### src/step_exec_pkg.sv
// package of opcodes, timing and constants for the step and bit-branch executor
package step_exec_pkg;
  // opcode encodings
  localparam logic [7:0] OP_INC_A = 8'h04;
  localparam logic [7:0] OP_INC_DIR = 8'h05;
  localparam logic [7:0] OP_INC_IND = 8'h06;
  localparam logic [7:0] OP_INC_REG = 8'h08;
  localparam logic [7:0] OP_DN_A = 8'h14;
  localparam logic [7:0] OP_DN_DIR = 8'h15;
  localparam logic [7:0] OP_DN_IND = 8'h16;
  localparam logic [7:0] OP_DN_REG = 8'h18;
  localparam logic [7:0] OP_DIV = 8'h84;
  localparam logic [7:0] OP_LOOP_REG = 8'hD8;
  localparam logic [7:0] OP_LOOP_DIR = 8'hD5;
  localparam logic [7:0] OP_INC_PTR = 8'hA3;
  localparam logic [7:0] OP_BIT_SET = 8'h20;
  localparam logic [7:0] OP_BIT_CLR = 8'h10;
  localparam logic [7:0] OP_CARRY = 8'h40;
  // masks for forms with register or pointer select bits
  localparam logic [7:0] MASK_REG = 8'hF8;
  localparam logic [7:0] MASK_IND = 8'hFE;
  // instruction lengths
  localparam logic [15:0] LEN_TWO = 16'h0002;
  localparam logic [15:0] LEN_THREE = 16'h0003;
  // divide takes four machine cycles
  localparam int DIV_CYCLES = 4;
  localparam logic [7:0] BYTE_ONE = 8'h01;
  localparam logic [7:0] BYTE_ZERO = 8'h00;
  // operand target selection
  typedef enum logic [2:0] {
    TGT_NONE = 3'b000,
    TGT_MAIN = 3'b001,
    TGT_REG = 3'b010,
    TGT_DIR = 3'b011,
    TGT_IND = 3'b100
  } target_t;
  // executor states
  typedef enum logic [1:0] {
    ST_IDLE = 2'b00,
    ST_DIV = 2'b01,
    ST_DONE = 2'b10
  } exec_state_t;
endpackage : step_exec_pkg

### src/byte_divider.sv
// unsigned eight-bit restoring divider, one quotient bit pair per step
`timescale 1ns/1ps
module byte_divider
  import step_exec_pkg::*;
(
  // clock and reset
  input wire logic clk,
  input wire logic resetn,
  input wire logic ce,
  // request
  input wire logic start,
  input wire logic [7:0] dividend,
  input wire logic [7:0] divisor,
  // result
  output logic done,
  output logic [7:0] quotient,
  output logic [7:0] remainder
);
  logic [7:0] quo;
  logic [8:0] rem;
  logic [2:0] step;
  logic busy;
  logic [7:0] next_quo;
  logic [8:0] next_rem;
  logic [2:0] next_step;
  logic next_busy;
  logic next_done;

  // two restoring steps per cycle, four cycles for eight bits
  always_comb begin
    logic [8:0] r;
    logic [7:0] q;
    r = rem;
    q = quo;
    next_step = step;
    next_busy = busy;
    next_done = 1'b0;
    if (start) begin
      r = 9'h000;
      q = dividend;
      next_busy = 1'b1;
      next_step = 3'h0;
    end
    if (start || busy) begin
      for (int k = 0; k < 2; k++) begin
        r = {r[7:0], q[7]};
        q = {q[6:0], 1'b0};
        if (r >= {1'b0, divisor}) begin
          r = r - {1'b0, divisor};
          q[0] = 1'b1;
        end
      end
      next_step = step + 3'h1;
      if (start) next_step = 3'h1;
      if (next_step == 3'(DIV_CYCLES)) begin
        next_busy = 1'b0;
        next_done = 1'b1;
      end
    end
    next_rem = r;
    next_quo = q;
  end

  // state registers
  always_ff @(posedge clk or negedge resetn) begin
    if (!resetn) begin
      quo <= 8'h00;
      rem <= 9'h000;
      step <= 3'h0;
      busy <= 1'b0;
      done <= 1'b0;
    end else if (ce) begin
      quo <= next_quo;
      rem <= next_rem;
      step <= next_step;
      busy <= next_busy;
      done <= next_done;
    end
  end

  assign quotient = quo;
  assign remainder = rem[7:0];
endmodule : byte_divider

### src/step_and_bit_branch_exec.sv
// decode and execute of step, count-down, divide, pointer and bit branch opcodes
// Contract
// - subtract-one lowers a byte by one with wrap, flags untouched, for main reg, bank reg, direct and indirect.
// - read-modify-write on an output port takes the old value from the port latch, not the pins.
// - subtract-one opcodes decode as 14h main reg, 18h-1Fh bank reg, 15h direct with address byte.
// - divide puts the unsigned quotient in main reg, remainder in divisor reg, clears carry and excess flag.
// - a zero divisor sets the excess flag and clears carry, results undefined.
// - count-down-branch subtracts one with wrap, no flags, and branches only on a non-zero result.
// - count-down-branch has a bank reg form D8h-DFh and a direct form D5h with address then offset.
// - add-one raises a byte by one with wrap, flags untouched, for main reg, bank reg, direct and indirect.
// - add-one opcodes decode as 04h main reg, 08h-0Fh bank reg, 05h direct, each one machine cycle.
// - indirect add-one is 06h/07h whose low bit selects the window pointer register.
// - pointer increment adds one to the sixteen-bit pointer with carry into the high byte, no flags.
// - branch-on-bit-set advances pc by three and adds the offset if the bit is one, bit kept.
// - branch-set-then-clear branches when the bit is one and clears it in either case, no flags.
// - three-byte bit branches target next pc plus the sign-extended third byte.
// - branch-on-carry is two bytes, advances pc by two and adds the offset when carry is set.
`timescale 1ns/1ps
module step_and_bit_branch_exec
  import step_exec_pkg::*;
(
  // clock, reset, enable
  input wire logic clk,
  input wire logic resetn,
  input wire logic ce,
  // instruction from fetch
  input wire logic instr_valid,
  input wire logic [7:0] opcode,
  input wire logic [7:0] byte2,
  input wire logic [7:0] byte3,
  input wire logic [15:0] pc,
  // operand values from the datapath
  input wire logic [7:0] main_operand_reg,
  input wire logic [7:0] divisor_reg,
  input wire logic [7:0] bank_register_val,
  input wire logic [7:0] window_pointer_reg,
  input wire logic [7:0] indirect_ram_val,
  input wire logic [7:0] direct_ram_val,
  input wire logic direct_is_port,
  input wire logic [7:0] port_latch_val,
  input wire logic addressed_bit,
  input wire logic carry_in,
  input wire logic [7:0] pointer_low_byte,
  input wire logic [7:0] pointer_high_byte,
  // decode results
  output logic instr_ready,
  output logic claimed,
  output logic [2:0] bank_sel,
  // writeback
  output logic wr_valid,
  output target_t wr_target,
  output logic [7:0] wr_addr,
  output logic [7:0] wr_data,
  output logic div_wr,
  output logic [7:0] div_quotient,
  output logic [7:0] div_remainder,
  output logic ptr_wr,
  output logic [7:0] next_pointer_low,
  output logic [7:0] next_pointer_high,
  output logic bit_clear,
  output logic flags_wr,
  output logic carry_out,
  output logic arith_excess_flag,
  // program counter
  output logic pc_wr,
  output logic [15:0] pc_out
);
  exec_state_t state;
  exec_state_t next_state;
  logic div_start;
  logic div_done;
  logic div_zero;
  logic next_div_zero;
  logic [7:0] q;
  logic [7:0] r;
  logic [7:0] op_old;
  logic [7:0] op_new;
  target_t tgt;
  logic is_inc;
  logic is_sub;
  logic is_loop;
  logic loop_dir;
  logic [15:0] seq_pc;
  logic [15:0] br_pc;
  logic [7:0] rel;
  logic take;
  logic [15:0] ptr_sum;
  logic next_wr_valid;
  target_t next_wr_target;
  logic [7:0] next_wr_addr;
  logic [7:0] next_wr_data;
  logic next_div_wr;
  logic next_ptr_wr;
  logic next_bit_clear;
  logic next_flags_wr;
  logic next_excess;
  logic next_pc_wr;
  logic [15:0] next_pc_out;
  logic [15:0] next_ptr;

  byte_divider u_div (
    .clk(clk),
    .resetn(resetn),
    .ce(ce),
    .start(div_start),
    .dividend(main_operand_reg),
    .divisor(divisor_reg),
    .done(div_done),
    .quotient(q),
    .remainder(r)
  );

  // operand form decode
  always_comb begin
    tgt = TGT_NONE;
    is_inc = 1'b0;
    is_sub = 1'b0;
    is_loop = 1'b0;
    loop_dir = 1'b0;
    if (opcode == OP_INC_A) begin
      tgt = TGT_MAIN;
      is_inc = 1'b1;
    end else if (opcode == OP_INC_DIR) begin
      tgt = TGT_DIR;
      is_inc = 1'b1;
    end else if ((opcode & MASK_IND) == OP_INC_IND) begin
      tgt = TGT_IND;
      is_inc = 1'b1;
    end else if ((opcode & MASK_REG) == OP_INC_REG) begin
      tgt = TGT_REG;
      is_inc = 1'b1;
    end else if (opcode == OP_DN_A) begin
      tgt = TGT_MAIN;
      is_sub = 1'b1;
    end else if (opcode == OP_DN_DIR) begin
      tgt = TGT_DIR;
      is_sub = 1'b1;
    end else if ((opcode & MASK_IND) == OP_DN_IND) begin
      tgt = TGT_IND;
      is_sub = 1'b1;
    end else if ((opcode & MASK_REG) == OP_DN_REG) begin
      tgt = TGT_REG;
      is_sub = 1'b1;
    end else if ((opcode & MASK_REG) == OP_LOOP_REG) begin
      tgt = TGT_REG;
      is_loop = 1'b1;
    end else if (opcode == OP_LOOP_DIR) begin
      tgt = TGT_DIR;
      is_loop = 1'b1;
      loop_dir = 1'b1;
    end
  end

  // operand fetch; port targets read the output latch
  always_comb begin
    unique case (tgt)
      TGT_MAIN: op_old = main_operand_reg;
      TGT_REG: op_old = bank_register_val;
      TGT_DIR: op_old = direct_is_port ? port_latch_val : direct_ram_val;
      TGT_IND: op_old = indirect_ram_val;
      default: op_old = BYTE_ZERO;
    endcase
    op_new = is_inc ? op_old + BYTE_ONE : op_old - BYTE_ONE;
  end

  always_comb begin
    rel = byte2;
    seq_pc = pc + LEN_TWO;
    if (opcode == OP_BIT_SET || opcode == OP_BIT_CLR || loop_dir) begin
      rel = byte3;
      seq_pc = pc + LEN_THREE;
    end
    br_pc = seq_pc + {{8{rel[7]}}, rel};
    ptr_sum = {pointer_high_byte, pointer_low_byte} + 16'h0001;
  end

  // main execute sequencer
  always_comb begin
    next_state = state;
    next_wr_valid = 1'b0;
    next_wr_target = TGT_NONE;
    next_wr_addr = wr_addr;
    next_wr_data = wr_data;
    next_div_wr = 1'b0;
    next_ptr_wr = 1'b0;
    next_ptr = {next_pointer_high, next_pointer_low};
    next_bit_clear = 1'b0;
    next_flags_wr = 1'b0;
    next_excess = arith_excess_flag;
    next_pc_wr = 1'b0;
    next_pc_out = pc_out;
    next_div_zero = div_zero;
    div_start = 1'b0;
    take = 1'b0;
    unique case (state)
      ST_IDLE: begin
        if (instr_valid) begin
          if (is_inc || is_sub) begin
            next_wr_valid = 1'b1;
            next_wr_target = tgt;
            next_wr_addr = (tgt == TGT_IND) ? window_pointer_reg : byte2;
            next_wr_data = op_new;
          end else if (is_loop) begin
            next_wr_valid = 1'b1;
            next_wr_target = tgt;
            next_wr_addr = byte2;
            next_wr_data = op_new;
            take = (op_new != BYTE_ZERO);
            next_pc_wr = 1'b1;
            next_pc_out = take ? br_pc : seq_pc;
          end else if (opcode == OP_DIV) begin
            div_start = 1'b1;
            next_div_zero = (divisor_reg == BYTE_ZERO);
            next_state = ST_DIV;
          end else if (opcode == OP_INC_PTR) begin
            next_ptr_wr = 1'b1;
            next_ptr = ptr_sum;
          end else if (opcode == OP_BIT_SET || opcode == OP_BIT_CLR) begin
            take = addressed_bit;
            next_pc_wr = 1'b1;
            next_pc_out = take ? br_pc : seq_pc;
            next_bit_clear = (opcode == OP_BIT_CLR);
          end else if (opcode == OP_CARRY) begin
            take = carry_in;
            next_pc_wr = 1'b1;
            next_pc_out = take ? br_pc : seq_pc;
          end
        end
      end
      ST_DIV: begin
        if (div_done) begin
          // quotient and remainder out, carry cleared
          next_div_wr = 1'b1;
          next_flags_wr = 1'b1;
          next_excess = div_zero;
          next_state = ST_DONE;
        end
      end
      ST_DONE: next_state = ST_IDLE;
      default: next_state = ST_IDLE;
    endcase
  end

  // registered outputs
  always_ff @(posedge clk or negedge resetn) begin
    if (!resetn) begin
      state <= ST_IDLE;
      wr_valid <= 1'b0;
      wr_target <= TGT_NONE;
      wr_addr <= 8'h00;
      wr_data <= 8'h00;
      div_wr <= 1'b0;
      ptr_wr <= 1'b0;
      next_pointer_low <= 8'h00;
      next_pointer_high <= 8'h00;
      bit_clear <= 1'b0;
      flags_wr <= 1'b0;
      arith_excess_flag <= 1'b0;
      pc_wr <= 1'b0;
      pc_out <= 16'h0000;
      div_zero <= 1'b0;
    end else if (ce) begin
      state <= next_state;
      wr_valid <= next_wr_valid;
      wr_target <= next_wr_target;
      wr_addr <= next_wr_addr;
      wr_data <= next_wr_data;
      div_wr <= next_div_wr;
      ptr_wr <= next_ptr_wr;
      next_pointer_low <= next_ptr[7:0];
      next_pointer_high <= next_ptr[15:8];
      bit_clear <= next_bit_clear;
      flags_wr <= next_flags_wr;
      arith_excess_flag <= next_excess;
      pc_wr <= next_pc_wr;
      pc_out <= next_pc_out;
      div_zero <= next_div_zero;
    end
  end

  // handshake and decode visibility
  assign instr_ready = (state == ST_IDLE);
  assign claimed = is_inc || is_sub || is_loop || opcode == OP_DIV || opcode == OP_INC_PTR
    || opcode == OP_BIT_SET || opcode == OP_BIT_CLR || opcode == OP_CARRY;
  assign bank_sel = opcode[2:0];
  assign carry_out = 1'b0;
  assign div_quotient = q;
  assign div_remainder = r;
endmodule : step_and_bit_branch_exec

### config.mk
export PLATFORM = sky130hd
export DESIGN_NAME = step_and_bit_branch_exec
export DESIGN_NICKNAME = d
export VERILOG_FILES = /design/src/step_exec_pkg.sv /design/src/byte_divider.sv /design/src/step_and_bit_branch_exec.sv
export SDC_FILE = /design/constraint.sdc
export NUM_CORES = 1
export LEC_CHECK = 0
export ABC_AREA = 1
export BUFFER_PORTS_ARGS = -buffer_cell sky130_fd_sc_hd__clkbuf_2
export CORE_MARGIN = 4
export CORE_UTILIZATION = 50
export DETAILED_ROUTE_END_ITERATION = 16
export PLACE_DENSITY_LB_ADDON = 0.2
export RECOVER_POWER = 100
export SKIP_LAST_GASP = 1
export SYNTH_ARGS = -nofsm -noshare
export SYNTH_HDL_FRONTEND = slang
export SYNTH_SLANG_ARGS = --single-unit
### constraint.sdc
create_clock -name clk -period 6.2 [get_ports clk]
set_clock_uncertainty 0.05 [all_clocks]
set_input_delay 1.86 -clock clk [delete_from_list [all_inputs] [get_ports clk]]
set_output_delay 1.86 -clock clk [all_outputs]
set_load 0.02 [all_outputs]
After elaboration in Yosys (flattened, before gate mapping)
Cells that the tools add are included.

Memories kept: 0. Register bits: 81. Memory bits (writable): 0. Memory bits (read-only): 0. Bits of input ports: 119. Latch bits: 0.

Add/sub/neg operators: 9. Magnitude comparators: 2. Equality and inequality tests: 28. Multiply operators: 0. Bitwise operators: 3. Reductions and logical operators: 23. Multiplexer cells: 119. Div/mod/pow operators: 0. Shifts and indexed selects: 0.

Operators with widths (number): 2-to-1 mux 16 bit (9); 2-to-1 mux 8 bit (15); 2-to-1 mux 1 bit (70); 2-to-1 mux 3 bit (15); adder 16 x 2 -> 16 bit (second input constant) (2); one-hot mux 8 bit (4 select lines) (1); equality test 8 x 5 -> 1 bit (second input constant) (3); equality test 8 bit (second input constant) (3); greater-or-equal comparator 9 x 8 -> 1 bit (2); adder 16 x 1 -> 16 bit (second input constant) (1); adder 16 bit (1); equality test 8 x 3 -> 1 bit (second input constant) (2); 2-to-1 mux 2 bit (8); subtractor 8 bit (2); AND reduction 7 bit (2); AND reduction 6 bit (2); logical OR 1 bit (10); inequality test 2 bit (second input constant) (5); adder 8 x 1 -> 8 bit (second input constant) (1); equality test 8 x 6 -> 1 bit (second input constant) (1); equality test 8 x 7 -> 1 bit (second input constant) (1); zero test 8 bit (1); nonzero test 8 bit (1); subtractor 8 x 1 -> 8 bit (second input constant) (1); other kinds (19) (25).

Longest topological paths before layout
Gate-level depths: netlist (run 1).

Depth after elaboration: 22. Depth in mapped cells: 36. Gate-level depth less buffers: 34.

Cells and area by module
From an unflattened synthesis (run 1), not the netlist that was laid out.

Cells, all modules: 1180. Area total of the unflattened synthesis: 7898.8 µm².

Modules (own cells, without submodules): step_and_bit_branch_exec (instances 1, cells each 880, area an instance 5911.9 µm²); byte_divider (instances 1, cells each 300, area an instance 1986.9 µm²).

Least setup slack after synthesis (run 1)
Ideal clock, no wire load.

Path kind: input to register. From: input opcode[1]. To: register u_div.rem[5]. Data required time: 6033 ps. Cell stages on the path: 34. Buffers on the path: 3. Data arrival time: 5857 ps. Slack: 176 ps. Setup time: 117 ps. Cell sequence: inv_1 > nand3_1 > nor4_2 > nand2_1 > buf_2 > buf_1 > nand2_1 > inv_1 > ha_1 > inv_1 > nor3_1 > nand2_1 > nand2_1 > nand2_1 > nand2_2 > buf_2 > nand2_1 > o21ai_0 > inv_1 > ha_1 > nand3_1 > nand2_1 > a21o_1 > a21oi_1 > inv_1 > a21oi_1 > o21bai_1 > nand2_1 > nand2_1 > o21bai_2 > o21ai_1 > nand3_1 > o21ai_1 > inv_1.

Word-level cells in the longest chain between the ends: 22. Elaborated cells between the ends (all ways): 45. Classes of those cells: add/sub: 2; order compare: 2; eq/ne: 8; mux: 31; reduce/logical: 2.

RTL lines: start, declared (line step_and_bit_branch_exec.sv:28) `input wire logic [7:0] opcode,`; equality test 8 bit (line step_and_bit_branch_exec.sv:147) `end else if (opcode == OP_LOOP_DIR) begin`; 2-to-1 mux 1 bit (line step_and_bit_branch_exec.sv:147); 2-to-1 mux 1 bit (line step_and_bit_branch_exec.sv:144) `end else if ((opcode & MASK_REG) == OP_LOOP_REG) begin`; 2-to-1 mux 1 bit (line step_and_bit_branch_exec.sv:141) `end else if ((opcode & MASK_REG) == OP_DN_REG) begin`; 2-to-1 mux 1 bit (line step_and_bit_branch_exec.sv:138) `end else if ((opcode & MASK_IND) == OP_DN_IND) begin`; 2-to-1 mux 1 bit (line step_and_bit_branch_exec.sv:135) `end else if (opcode == OP_DN_DIR) begin`; 2-to-1 mux 1 bit (line step_and_bit_branch_exec.sv:132) `end else if (opcode == OP_DN_A) begin`; 2-to-1 mux 1 bit (line step_and_bit_branch_exec.sv:129) `end else if ((opcode & MASK_REG) == OP_INC_REG) begin`; (+6 left out); 2-to-1 mux 1 bit * (line step_and_bit_branch_exec.sv:195) `unique case (state)`; 2-to-1 mux 8 bit (line byte_divider.sv:38) `if (start) begin`; subtractor 8 bit / greater-or-equal comparator 9 x 8 -> 1 bit (equally long branches) (line byte_divider.sv:49, byte_divider.sv:48); 2-to-1 mux 8 bit (line byte_divider.sv:48) `if (r >= {1'b0, divisor}) begin`; 2-to-1 mux 8 bit (line byte_divider.sv:44) `if (start || busy) begin`; subtractor 8 bit / greater-or-equal comparator 9 x 8 -> 1 bit (equally long branches) (line byte_divider.sv:49, byte_divider.sv:48); 2-to-1 mux 8 bit (line byte_divider.sv:48); 2-to-1 mux 8 bit * (line byte_divider.sv:44); end signal, assigned (line byte_divider.sv:74) `rem <= next_rem;`; end, declared (line byte_divider.sv:20) `logic [8:0] rem;`.

Every way passes the cells marked *; elsewhere a longest branch is shown, timed or not. The select of a mux whose other input is x is not followed. A chain may end at the register's enable or synchronous reset.

Final worst setup path (run 1)
From: input opcode[7]. To: output claimed.

Word-level cells in the longest chain between the ends: 17. Elaborated cells between the ends (all ways): 44. Classes of those cells: eq/ne: 15; mux: 22; reduce/logical: 7.

RTL lines: equality test 8 bit (line step_and_bit_branch_exec.sv:147); 2-to-1 mux 1 bit (line step_and_bit_branch_exec.sv:147); 2-to-1 mux 1 bit (line step_and_bit_branch_exec.sv:144); 2-to-1 mux 1 bit (line step_and_bit_branch_exec.sv:141); 2-to-1 mux 1 bit (line step_and_bit_branch_exec.sv:138); 2-to-1 mux 1 bit (line step_and_bit_branch_exec.sv:135); 2-to-1 mux 1 bit (line step_and_bit_branch_exec.sv:132); 2-to-1 mux 1 bit (line step_and_bit_branch_exec.sv:129); 2-to-1 mux 1 bit (line step_and_bit_branch_exec.sv:126) `end else if ((opcode & MASK_IND) == OP_INC_IND) begin`; 2-to-1 mux 1 bit (line step_and_bit_branch_exec.sv:123) `end else if (opcode == OP_INC_DIR) begin`; 2-to-1 mux 1 bit (line step_and_bit_branch_exec.sv:120) `if (opcode == OP_INC_A) begin`; logical OR 1 bit (3 in series) (line step_and_bit_branch_exec.sv:283) `assign claimed = is_inc || is_sub || is_loop || opcode == OP_DIV || opcode == OP_INC_PTR`; logical OR 1 bit (2 in series) (line step_and_bit_branch_exec.sv:284) `|| opcode == OP_BIT_SET || opcode == OP_BIT_CLR || opcode == OP_CARRY;`; logical OR 1 bit * (line step_and_bit_branch_exec.sv:284); end, declared (line step_and_bit_branch_exec.sv:47) `output logic claimed,`.

Every way passes the cells marked *; elsewhere a longest branch is shown, timed or not.

==> summary.txt, run 1 <==
Floorplanning
  • Cell Rows: 45
  • Boundary pin count: 199
  • Die Wd: 132 um
  • Starting Density: 50.7%
  • Placeable Area: 0.0151 mm^2
  • Die Span Y: 132 um
  • Die ar.: 0.0174 mm^2

Placed design
  • Hpwl dp: 18400 um
  • PortBufs: 197
  • Area of placed instances: 0.00895 mm^2
  • Placer congestion estimate: 0.953
  • Pre-CTS setup slack: -0.156 ns

STA
  • Setup TNS: 0 ns
  • Tmin final: 5.96 ns
  • Fmax: 0.168 GHz
  • Setup ws final: 0.245 ns
  • Final setup violation count: 0
  • Hold violation count in the final report: 0
  • RSZ-0062 raised after global routing: no
  • Final Cycle Share: 96.0%
  • Measured slew at the worst slew-check pin: 1.84 ns
  • Final slew viol count: 35
  • Slew headroom: -22.7%
  • Minimum hold slack: 0.434 ns

Synth
  • Mapped Avg Cell Area: 6.66 um^2
  • Post-synth EDFFs: 0
  • Post-synthesis cell area: 0.00768 mm^2
  • Synthesized net count: 1318
  • Synth warnings: 0
  • Register area share after synthesis: 26.4%
  • Number of synthesized register bits: 81
  • Ys async rst share: 100%
  • Cells after Synth: 1153
  • Yosys cell types: 53
  • Main synth FF type: dfrtp_1

Cells and area
  • Most frequent cells in the layout: 342 x nand2_1, 143 x inv_1, 117 x clkbuf_2
  • Nets@finish: 1519
  • Commonest non-fill, non-tap cell in the layout: nand2_1
  • Antenna diodes: 0
  • Fin area: 0.00919 mm^2
  • Fraction of layout cells with a size suffix above 1: 15.2%
  • Layout overhead on the synthesized area: 19.7%

Critical path
  • Worst path most repeated cell: clkbuf_1
  • RR Endpoint: u_div.rem[5]$_DFFE_PN0P_
  • Crit-path max cell delay: 0.65 ns
  • R2R cell count: 32
  • CP required: 4.29 ns
  • Critical path, cell by cell: clkbuf_1 > clkbuf_1 > nor2_1 > inv_2 > nor2_1 > nand2_2 > nand2_4 > clkbuf_1 > inv_1 > nand2_1 > or4_1 > clkbuf_2
  • Critical R2R Launch: state[0]$_DFFE_PN0P_
  • Crit-path max FO: 18
  • Kind of cell adding the most delay to the critical path: buffers and inverters
  • Highest-delay cell along the critical path: clkbuf_1
  • Setup crit end kind: output port
  • CP Class: primary input to output port
  • Worst Path Arrival: 4.05 ns
  • Count of buffer and inverter cells on the critical path: 6
  • R2R setup slack: 1.49 ns
  • CP Launch Type: primary input

CTS
  • TritonCTS Sinks: 81
  • Root Buffer: clkbuf_16
  • Post-CTS setup buffer count: 0
  • Clk Latency, worst-skew pair: 0.34 ns
  • Hold Buf Count CTS: 0
  • Clock-pin slew on the worst setup and hold paths: 0.06 ns
  • Cts bufs inserted: 9
  • # H-tree levels: 3
  • Maximum clock insertion buffer count: 2
  • CTS tree: done

Global route
  • Global Route Usage Sum: 26.1%
  • Vias in the first global route: 8083
  • Initial antenna violation count: 0
  • First-pass GRT wire length: 38200 um
  • Overflow after GRT: 0
  • Largest net degree at the start of global routing: 49

Min path
  • Hold wc startpoint: bit_clear$_DFFE_PN0P_
  • WHS Path Cells: 2
  • Hold crit path type: flip-flop to flip-flop
  • Min-Delay Endpoint: bit_clear$_DFFE_PN0P_

Power and ir drop
  • Leak: 5.07 nW
  • PD cells: 310 mW/mm^2
  • Peak VDD IR: 0.248 mV

Routing
  • Via density: 5.36
  • Routed via count: 8292
  • Routed wire per std cell: 14.9 um
  • 1st-pass router iterations: 6
  • Initial DRC count: 571
  • DRC viols: 0
  • Detail Route Antenna Nets: 0
  • WL final: 23100 um

Run status
  • Status: complete, but fails checks
  • Failing checks: max-capacitance violations, max-slew violations

Run
  • Max-cap viol count: 1
metal layers:
metal	global-route usage, %	vias up	wire, um
met5	0	-	0
met4	9.86	0	670
met3	4.43	52	1540
met2	42.0	338	10400
met1	35.4	3731	10400
li1	-	4171	-
kinds of logic after synthesis:
| family | share of synthesized area (%) |
|---|---|
| adder cells (fa/ha/maj) | 7.89 |
| buffers and inverters | 9.76 |
| flip-flops | 26.4 |
| AND/OR/NAND/NOR | 33.1 |
| multiplexers | 2.02 |
| XOR/XNOR | 6.71 |
| other | 0.0488 |
| AO/OA/AOI/OAI | 14.1 |
final cells by class:
cell class	instances	area, um^2
Clock buffer	9	225
Clock inverter	7	130
Fill cell	1538	5950
Inverter	154	578
Multi-Input combinational cell	883	4900
Sequential cell	81	2030
Tap cell	188	235
Timing Repair Buffer	225	1100
how the worst max path moves through the flow:
| stage | cells after the start | endpoint | startpoint | slack, ns |
|---|---|---|---|---|
| after CTS | 36 | u_div.rem[5]$_DFFE_PN0P_ | opcode[5] | 0.19 |
| after floorplan | 34 | u_div.rem[5]$_DFFE_PN0P_ | opcode[1] | 0.18 |
| after detailed placement | 36 | u_div.rem[5]$_DFFE_PN0P_ | opcode[5] | -0.16 |
| after global placement | 33 | u_div.rem[5]$_DFFE_PN0P_ | opcode[6] | 0.11 |
| after global routing | 36 | u_div.rem[5]$_DFFE_PN0P_ | opcode[6] | 0.0005 |
| final | 12 | claimed | opcode[7] | 0.24 |
cells in the mapped netlist, drive strengths merged (6+ instances only):
| cell type | n | area, um^2 |
|---|---|---|
| nand2 | 354 | 1370 |
| inv | 150 | 563 |
| nor2 | 83 | 378 |
| dfrtp | 81 | 2030 |
| nand3 | 75 | 408 |
| o21ai | 75 | 375 |
| a21oi | 69 | 349 |
| xor2 | 45 | 420 |
| ha | 42 | 526 |
| nand4 | 35 | 225 |
| clkbuf | 18 | 67.6 |
| buf | 17 | 104 |
| nor3 | 14 | 75.1 |
| o211ai | 13 | 97.6 |
| a31oi | 11 | 68.8 |
| mux2i | 11 | 110 |
| xnor2 | 10 | 95.1 |
| o21bai | 7 | 56.3 |
| nor4 | 6 | 43.8 |
worst reg2reg max path: cells and delay by family, from the launching register on:
| kind | cells | cell delay [ns] |
|---|---|---|
| compound gates | 9 | 1.28 |
| fa+ha+maj | 2 | 0.65 |
| flops | 1 | 0.40 |
| buf+inv | 7 | 0.54 |
| simple gates | 14 | 1.67 |
per-stage QoR:
| stage | power [mW] | std cells | utilization (%) |
|---|---|---|---|
| floorplan | 1.76 | 1153 | - |
| global placement | 2.17 | 1531 | 59.1 |
| detailed placement | 2.20 | 1531 | 59.1 |
| CTS | 2.86 | 1547 | 61.5 |
| global route | 3.06 | 1547 | 60.7 |
| finish | 2.85 | 1547 | 60.7 |
sequential cells by signal, indices dropped and copies added (netlist names), 2 cells and up:
name,cells
state,2
pc_out,16
u_div.step,3
wr_addr,8
u_div.rem,8
wr_target,3
next_pointer_low,8
wr_data,8
next_pointer_high,8
u_div.quotient,8
repair_timing:
action	CTS	global route
endpoints found under the hold margin	0	0
endpoints found under the setup margin	0	9
resized for setup	0	6
where the power goes:
group	internal [mW]	total (mW)	switching, mW
clock network	0.403	0.648	0.246
registers	0.649	0.750	0.101
logic	0.516	1.45	0.937
total	1.57	2.85	1.28
No activity file was read; power rests on OpenSTA's default activity.
==> run 2, diff against run 1 <==
--- a/config.mk
+++ b/config.mk
@@ -15,4 +15,5 @@
 export SKIP_LAST_GASP = 1
 export SYNTH_ARGS = -nofsm -noshare
 export SYNTH_HDL_FRONTEND = slang
+export SYNTH_HIERARCHICAL = 1
 export SYNTH_SLANG_ARGS = --single-unit
==> run 2 against run 1 <==
Net effect:
- clock power fell by 13%
- first-iteration DRC count rose by 18%
- the flow still finishes with violations (max-capacitance violations, max-slew violations)
- largest cell class unchanged
- routed wire length grew 4.4%
- critical endpoint is now u_div/rem[6]$_DFFE_PN0P_
==> summary.txt, run 2 <==
STA
  • Fmax: 0.171 GHz
  • Setup TNS: 0 ns
  • Hold violation count in the final report: 0
  • Setup ws final: 0.369 ns
  • Tmin final: 5.83 ns
  • Final setup violation count: 0
  • Slew headroom: -17.7%
  • Final slew viol count: 27
  • Measured slew at the worst slew-check pin: 1.76 ns
  • Final Cycle Share: 94.1%
  • RSZ-0062 raised after global routing: no

Synth
  • Mapped Avg Cell Area: 6.69 um^2
  • Register area share after synthesis: 25.7%
  • Synth warnings: 6
  • Number of synthesized register bits: 81
  • Dominant cell by count in the synthesized netlist: nand2_1
  • Ys async rst share: 100%
  • Cells after Synth: 1180
  • Yosys cell types: 59
  • Post-synthesis cell area: 0.00790 mm^2
  • Yosys top cell by area: dfrtp_1
  • Main synth FF type: dfrtp_1
  • Post-synth top area share: 25.7%
  • Synth top cells by count: 315 x nand2_1, 139 x inv_1, 99 x nor2_1
  • Dominant cells by area after synthesis: dfrtp_1 26%, nand2_1 15%, inv_1 6.6%
  • Post-synth EDFFs: 0
  • Synthesized net count: 1344

Placed design
  • Hpwl dp: 19500 um
  • PortBufs: 197
  • Pre-CTS setup slack: -0.00372 ns
  • Placer congestion estimate: 0.926

Floorplanning
  • Cell Rows: 45
  • Placeable Area: 0.0153 mm^2
  • Die ar.: 0.0179 mm^2
  • Die Span Y: 134 um
  • Starting Density: 51.6%
  • Boundary pin count: 199
  • Die Wd: 134 um

CTS
  • Clock-pin slew on the worst setup and hold paths: 0.07 ns
  • # H-tree levels: 3
  • Maximum clock insertion buffer count: 2
  • TritonCTS Sinks: 81
  • Root Buffer: clkbuf_16
  • CTS tree: done
  • Cts bufs inserted: 9
  • Clk Latency, worst-skew pair: 0.35 ns
  • Post-CTS setup buffer count: 0

Routing
  • Initial DRC count: 675
  • DRC viols: 0
  • Routed via count: 8302
  • Detail Route Antenna Nets: 0
  • WL final: 24100 um
  • Routed wire per std cell: 15.2 um
  • 1st-pass router iterations: 5
  • Via density: 5.24

Cells and area
  • Layout overhead on the synthesized area: 16.9%
  • Nets@finish: 1532
  • Most frequent cells in the layout: 316 x nand2_1, 139 x inv_1, 117 x clkbuf_2
  • Commonest non-fill, non-tap cell in the layout: nand2_1
  • End-of-flow core utilization: 60.3%
  • Antenna diodes: 0
  • Top reg by flops: pc_out
  • Fraction of layout cells with a size suffix above 1: 16.5%
  • Max reg flops: 16
  • # fillers: 1561

Global route
  • Largest net degree at the start of global routing: 57
  • Initial antenna violation count: 0
  • Overflow after GRT: 0
  • Global Route Usage Sum: 26.7%
  • Vias in the first global route: 7904
  • First-pass GRT wire length: 38800 um

Critical path
  • R2R setup slack: 1.57 ns
  • Crit-path max cell delay: 0.33 ns
  • Worst path most repeated cell: nand2_1
  • Setup crit end: u_div/rem[6]$_DFFE_PN0P_
  • RR Endpoint: u_div/rem[6]$_DFFE_PN0P_
  • R2R cell count: 28
  • CP Launch Type: primary input
  • CP Class: primary input to flip-flop
  • Critical R2R Launch: state[0]$_DFFE_PN0P_
  • Worst Path Arrival: 6.02 ns
  • Critical Path Source: opcode[3]
  • CP required: 6.39 ns
  • Crit-path max FO: 15
  • Highest-delay cell along the critical path: ha_1
  • Setup crit end kind: flip-flop

Power and ir drop
  • Leak: 4.87 nW
  • Peak VDD IR: 0.356 mV
  • PD cells: 322 mW/mm^2

Run
  • Max-cap viol count: 1

Run status
  • Status: complete, but fails checks
  • Failing checks: max-capacitance violations, max-slew violations

Min path
  • Hold crit path type: flip-flop to flip-flop
-- run 2: cell types whose count changed after synthesis, sizes merged, moves of 5 or more --
cell	previous run	this run
nand3	75	81
clkbuf	18	27
o21ai	75	88
nor2	83	111
nand2	354	339
inv	150	156
a21oi	69	75
buf	17	12
mux2i	11	2
nand4	35	28
o211ai	13	18
-- run 2: cell type report --
class | count | area (um^2) | share of cell area (%)
flip-flops and latches | 81 | 2030 | 22.0
multi-input cells | 901 | 5000 | 54.2
clock buffers | 9 | 225 | 2.44
inverters | 159 | 604 | 6.55
clock inverters | 7 | 83.8 | 0.908
well taps | 211 | 264 | 2.86
repair buffers | 216 | 1020 | 11.1
-- run 2: timing repair --
action / in CTS / in global routing
hold buffers: 0 / 0
gates resized for setup: 0 / 2
endpoints found under the setup margin: 0 / 8
-- run 2: worst min-delay path by stage --
| stage | startpoint | to | slack, ns | cells after the start |
|---|---|---|---|---|
| detailed placement | next_pointer_high[4]$_DFFE_PN0P_ | next_pointer_high[4]$_DFFE_PN0P_ | 0.42 | 2 |
| global placement | pc_wr$_DFFE_PN0P_ | pc_wr$_DFFE_PN0P_ | 0.41 | 2 |
| CTS | pc_wr$_DFFE_PN0P_ | pc_wr$_DFFE_PN0P_ | 0.44 | 2 |
| finish | wr_data[1]$_DFFE_PN0P_ | wr_data[1]$_DFFE_PN0P_ | 0.44 | 2 |
| floorplan | u_div/step[1]$_DFFE_PN0P_ | u_div/step[1]$_DFFE_PN0P_ | 0.41 | 2 |
| global route | next_pointer_high[1]$_DFFE_PN0P_ | next_pointer_high[1]$_DFFE_PN0P_ | 0.46 | 2 |
-- run 2: critical path, delay by kind of cell --
family          cells  cell delay [ns]
simple gates       20             2.18
compound gates      3             0.58
buf+inv             6             0.57
fa+ha+maj           2             0.57
mux                 1             0.26
-- run 2: cell families after synthesis --
logic type | after synthesis | synth area share [%]
flops | 81 | 25.7
mux | 4 | 0.539
xor+xnor | 53 | 6.11
fa+ha+maj | 45 | 7.51
other cells | 1 | 0.0475
compound gates | 210 | 15.7
simple gates | 588 | 33.8
buf+inv | 198 | 10.7
-- run 2: routing by layer --
layer,part of all wire [%],track usage (%)
met5,0,0
met2,48,45.2
met1,42,33.5
met3,5.5,4.23
met4,4.4,12.1
-- run 2: stage by stage --
stage	std cells	area, um^2	total power [mW]	hold slack, ns
after floorplan	1180	7900	1.97	0.407
after global placement	1568	9070	2.41	0.415
after detailed placement	1568	9070	2.43	0.419
after CTS	1584	9380	3.00	0.439
after global routing	1584	9230	3.21	0.459
final	1584	9230	2.98	0.437
-- run 2: where the power goes --
group	switching, mW	total (mW)	internal, mW
registers	0.103	0.764	0.661
logic	1.09	1.65	0.555
clock network	0.245	0.566	0.321
==> run 3, diff against run 2 <==
--- a/config.mk
+++ b/config.mk
@@ -8,7 +8,7 @@
 export ABC_AREA = 1
 export BUFFER_PORTS_ARGS = -buffer_cell sky130_fd_sc_hd__clkbuf_2
 export CORE_MARGIN = 4
-export CORE_UTILIZATION = 50
+export CORE_UTILIZATION = 55
 export DETAILED_ROUTE_END_ITERATION = 16
 export PLACE_DENSITY_LB_ADDON = 0.2
 export RECOVER_POWER = 100
==> run 3 against run 2 <==
Net effect:
- the flow still finishes with violations (max-capacitance violations, max-slew violations)
- combinational power rose by 5%
- global-route usage rose by 2.5 points
- routed wire length fell by 0.22%
- sequential share of layout area rose by 0.081 points
- first-iteration DRC count fell by 5.0%
- largest power group unchanged
- highest routed layer unchanged
==> summary.txt, run 3 (same netlist as run 2, synthesis figures left out) <==
Run status
  • Status: complete, but fails checks
  • Failing checks: max-capacitance violations, max-slew violations

Cells and area
  • Top reg by flops: pc_out
  • Max reg flops: 16
  • Fraction of layout cells with a size suffix above 1: 16.0%
  • Nets@finish: 1537
  • Final Instance Count excl. Fillers: 1558
  • Layout overhead on the synthesized area: 16.4%
  • Fin area: 0.00920 mm^2
  • End-of-flow core utilization: 65.7%
  • Antenna diodes: 0
  • Commonest non-fill, non-tap cell in the layout: nand2_1
  • Most frequent cells in the layout: 318 x nand2_1, 140 x inv_1, 115 x clkbuf_2

Global route
  • Vias in the first global route: 7995
  • Overflow after GRT: 0
  • First-pass GRT wire length: 38700 um
  • Global Route Usage Sum: 29.2%
  • Largest net degree at the start of global routing: 65
  • Initial antenna violation count: 0

CTS
  • Maximum clock insertion buffer count: 2
  • Clk Latency, worst-skew pair: 0.35 ns
  • # H-tree levels: 3
  • Cts bufs inserted: 9
  • Clock-pin slew on the worst setup and hold paths: 0.07 ns
  • CTS tree: done
  • Root Buffer: clkbuf_16
  • Hold Buf Count CTS: 0
  • TritonCTS Sinks: 81

STA
  • Final Cycle Share: 94.5%
  • Final slew viol count: 65
  • Setup TNS: 0 ns
  • Hold violation count in the final report: 0
  • Fmax: 0.171 GHz
  • Minimum hold slack: 0.439 ns
  • Tmin final: 5.86 ns
  • Measured slew at the worst slew-check pin: 1.56 ns
  • Slew headroom: -4.07%
  • Setup ws final: 0.342 ns
  • Final setup violation count: 0

Power and ir drop
  • PnR Total Power: 3.07 mW
  • Net Switching: 1.47 mW
  • Internal: 1.60 mW
  • Peak VDD IR: 0.406 mV
  • Sw frac: 48.0%
  • PD cells: 334 mW/mm^2
  • Clock power frac: 18.4%
  • Combinational Power Share: 56.7%
  • Leak: 4.88 nW
  • Register share of total power: 24.9%

Routing
  • Routed via count: 8464
  • WL final: 24000 um
  • DRC viols: 0
  • Via density: 5.43
  • 1st-pass router iterations: 7
  • Routed wire per std cell: 15.4 um
  • Initial DRC count: 641
  • Detail Route Antenna Nets: 0

Floorplanning
  • Die Span Y: 128 um
  • Placeable Area: 0.0140 mm^2
  • Cell Rows: 43
  • Die Wd: 128 um
  • Boundary pin count: 199
  • Starting Density: 56.5%
  • Die ar.: 0.0163 mm^2

Critical path
  • Worst Path Arrival: 3.95 ns
  • Highest-delay cell along the critical path: clkbuf_1
  • CP Class: primary input to output port
  • Crit-path max cell delay: 0.71 ns
  • Setup crit end kind: output port
  • Critical path, cell by cell: clkbuf_2 > clkbuf_1 > nor2_1 > nand3_1 > a21oi_1 > clkbuf_1 > nor2_1 > nand4_1 > clkbuf_1
  • Count of buffer and inverter cells on the critical path: 4
  • CP required: 4.29 ns
  • Crit-path max FO: 19
  • CP Launch Type: primary input
  • Worst path most repeated cell: clkbuf_1
  • Kind of cell adding the most delay to the critical path: buffers and inverters

Placed design
  • Placer congestion estimate: 0.936
  • Pre-CTS setup slack: 0.0249 ns
  • Dpl cells: 1536
  • PortBufs: 197
  • Area of placed instances: 0.00902 mm^2
  • Hpwl dp: 18900 um

Min path
  • Hold crit path type: flip-flop to flip-flop

Run
  • Max-cap viol count: 1
[run 3: cell count changes in the layout (fill, tap and decap cells not counted), moves of 2 or more]
cell | before | now
a21oi_1 | 65 | 71
inv_2 | 16 | 14
a21oi_2 | 10 | 4
clkbuf_2 | 117 | 115
o21ai_0 | 78 | 75
clkbuf_1 | 85 | 88
o21ai_1 | 9 | 11
nand2_1 | 316 | 318
buf_4 | 13 | 17
inv_6 | 4 | 2
[run 3: worst paths after layout]
path / startpoint / endpoint / slack, ns / cells after the start
worst min register to register: next_pointer_low[0]$_DFFE_PN0P_ / next_pointer_low[0]$_DFFE_PN0P_ / 0.44 / 2
worst max-delay path: opcode[3] / claimed / 0.34 / 9
worst min-delay path: next_pointer_low[0]$_DFFE_PN0P_ / next_pointer_low[0]$_DFFE_PN0P_ / 0.44 / 2
min in group asynchronous: resetn / bit_clear$_DFFE_PN0P_ / 1.72 / 1
worst max register to register: state[0]$_DFFE_PN0P_ / u_div/rem[0]$_DFFE_PN0P_ / 1.62 / 26
max in group asynchronous: resetn / wr_data[0]$_DFFE_PN0P_ / 2.21 / 2
[run 3: tightest hold or removal path: stages (launching register included)]
cell	delay [ns]
dfrtp_1	0.35
nand2_1	0.05
o21ai_0	0.06
[run 3: layer usage]
metal / vias to the layer above / routed length, um / global-route usage (%)
li1: 4233 / - / -
met1: 3817 / 9730 / 35.9
met4: 0 / 1150 / 13.7
met3: 74 / 1610 / 4.38
met2: 340 / 11500 / 50.3
met5: - / 0 / 0
[run 3: what timing repair did]
item	4_1_cts	5_1_grt
setup endpoints to repair	0	8
setup buffers	0	6
gates resized for setup	0	3
[run 3: final cells by class]
class                           count  area [um^2]
Clock buffer                        9          225
Clock inverter                      7         86.3
Fill cell                        1379         4790
Inverter                          159          604
Multi-Input combinational cell    901         4970
Sequential cell                    81         2030
Tap cell                          180          225
Timing Repair Buffer              221         1050
[run 3: power groups by stage]
stage / clock network [mW] / logic [mW] / registers (mW)
detailed placement: 0 / 1.64 / 0.773
global placement: 0 / 1.62 / 0.771
global route: 0.593 / 1.93 / 0.782
floorplan: 0 / 1.07 / 0.897
CTS: 0.571 / 1.66 / 0.765
finish: 0.565 / 1.74 / 0.765
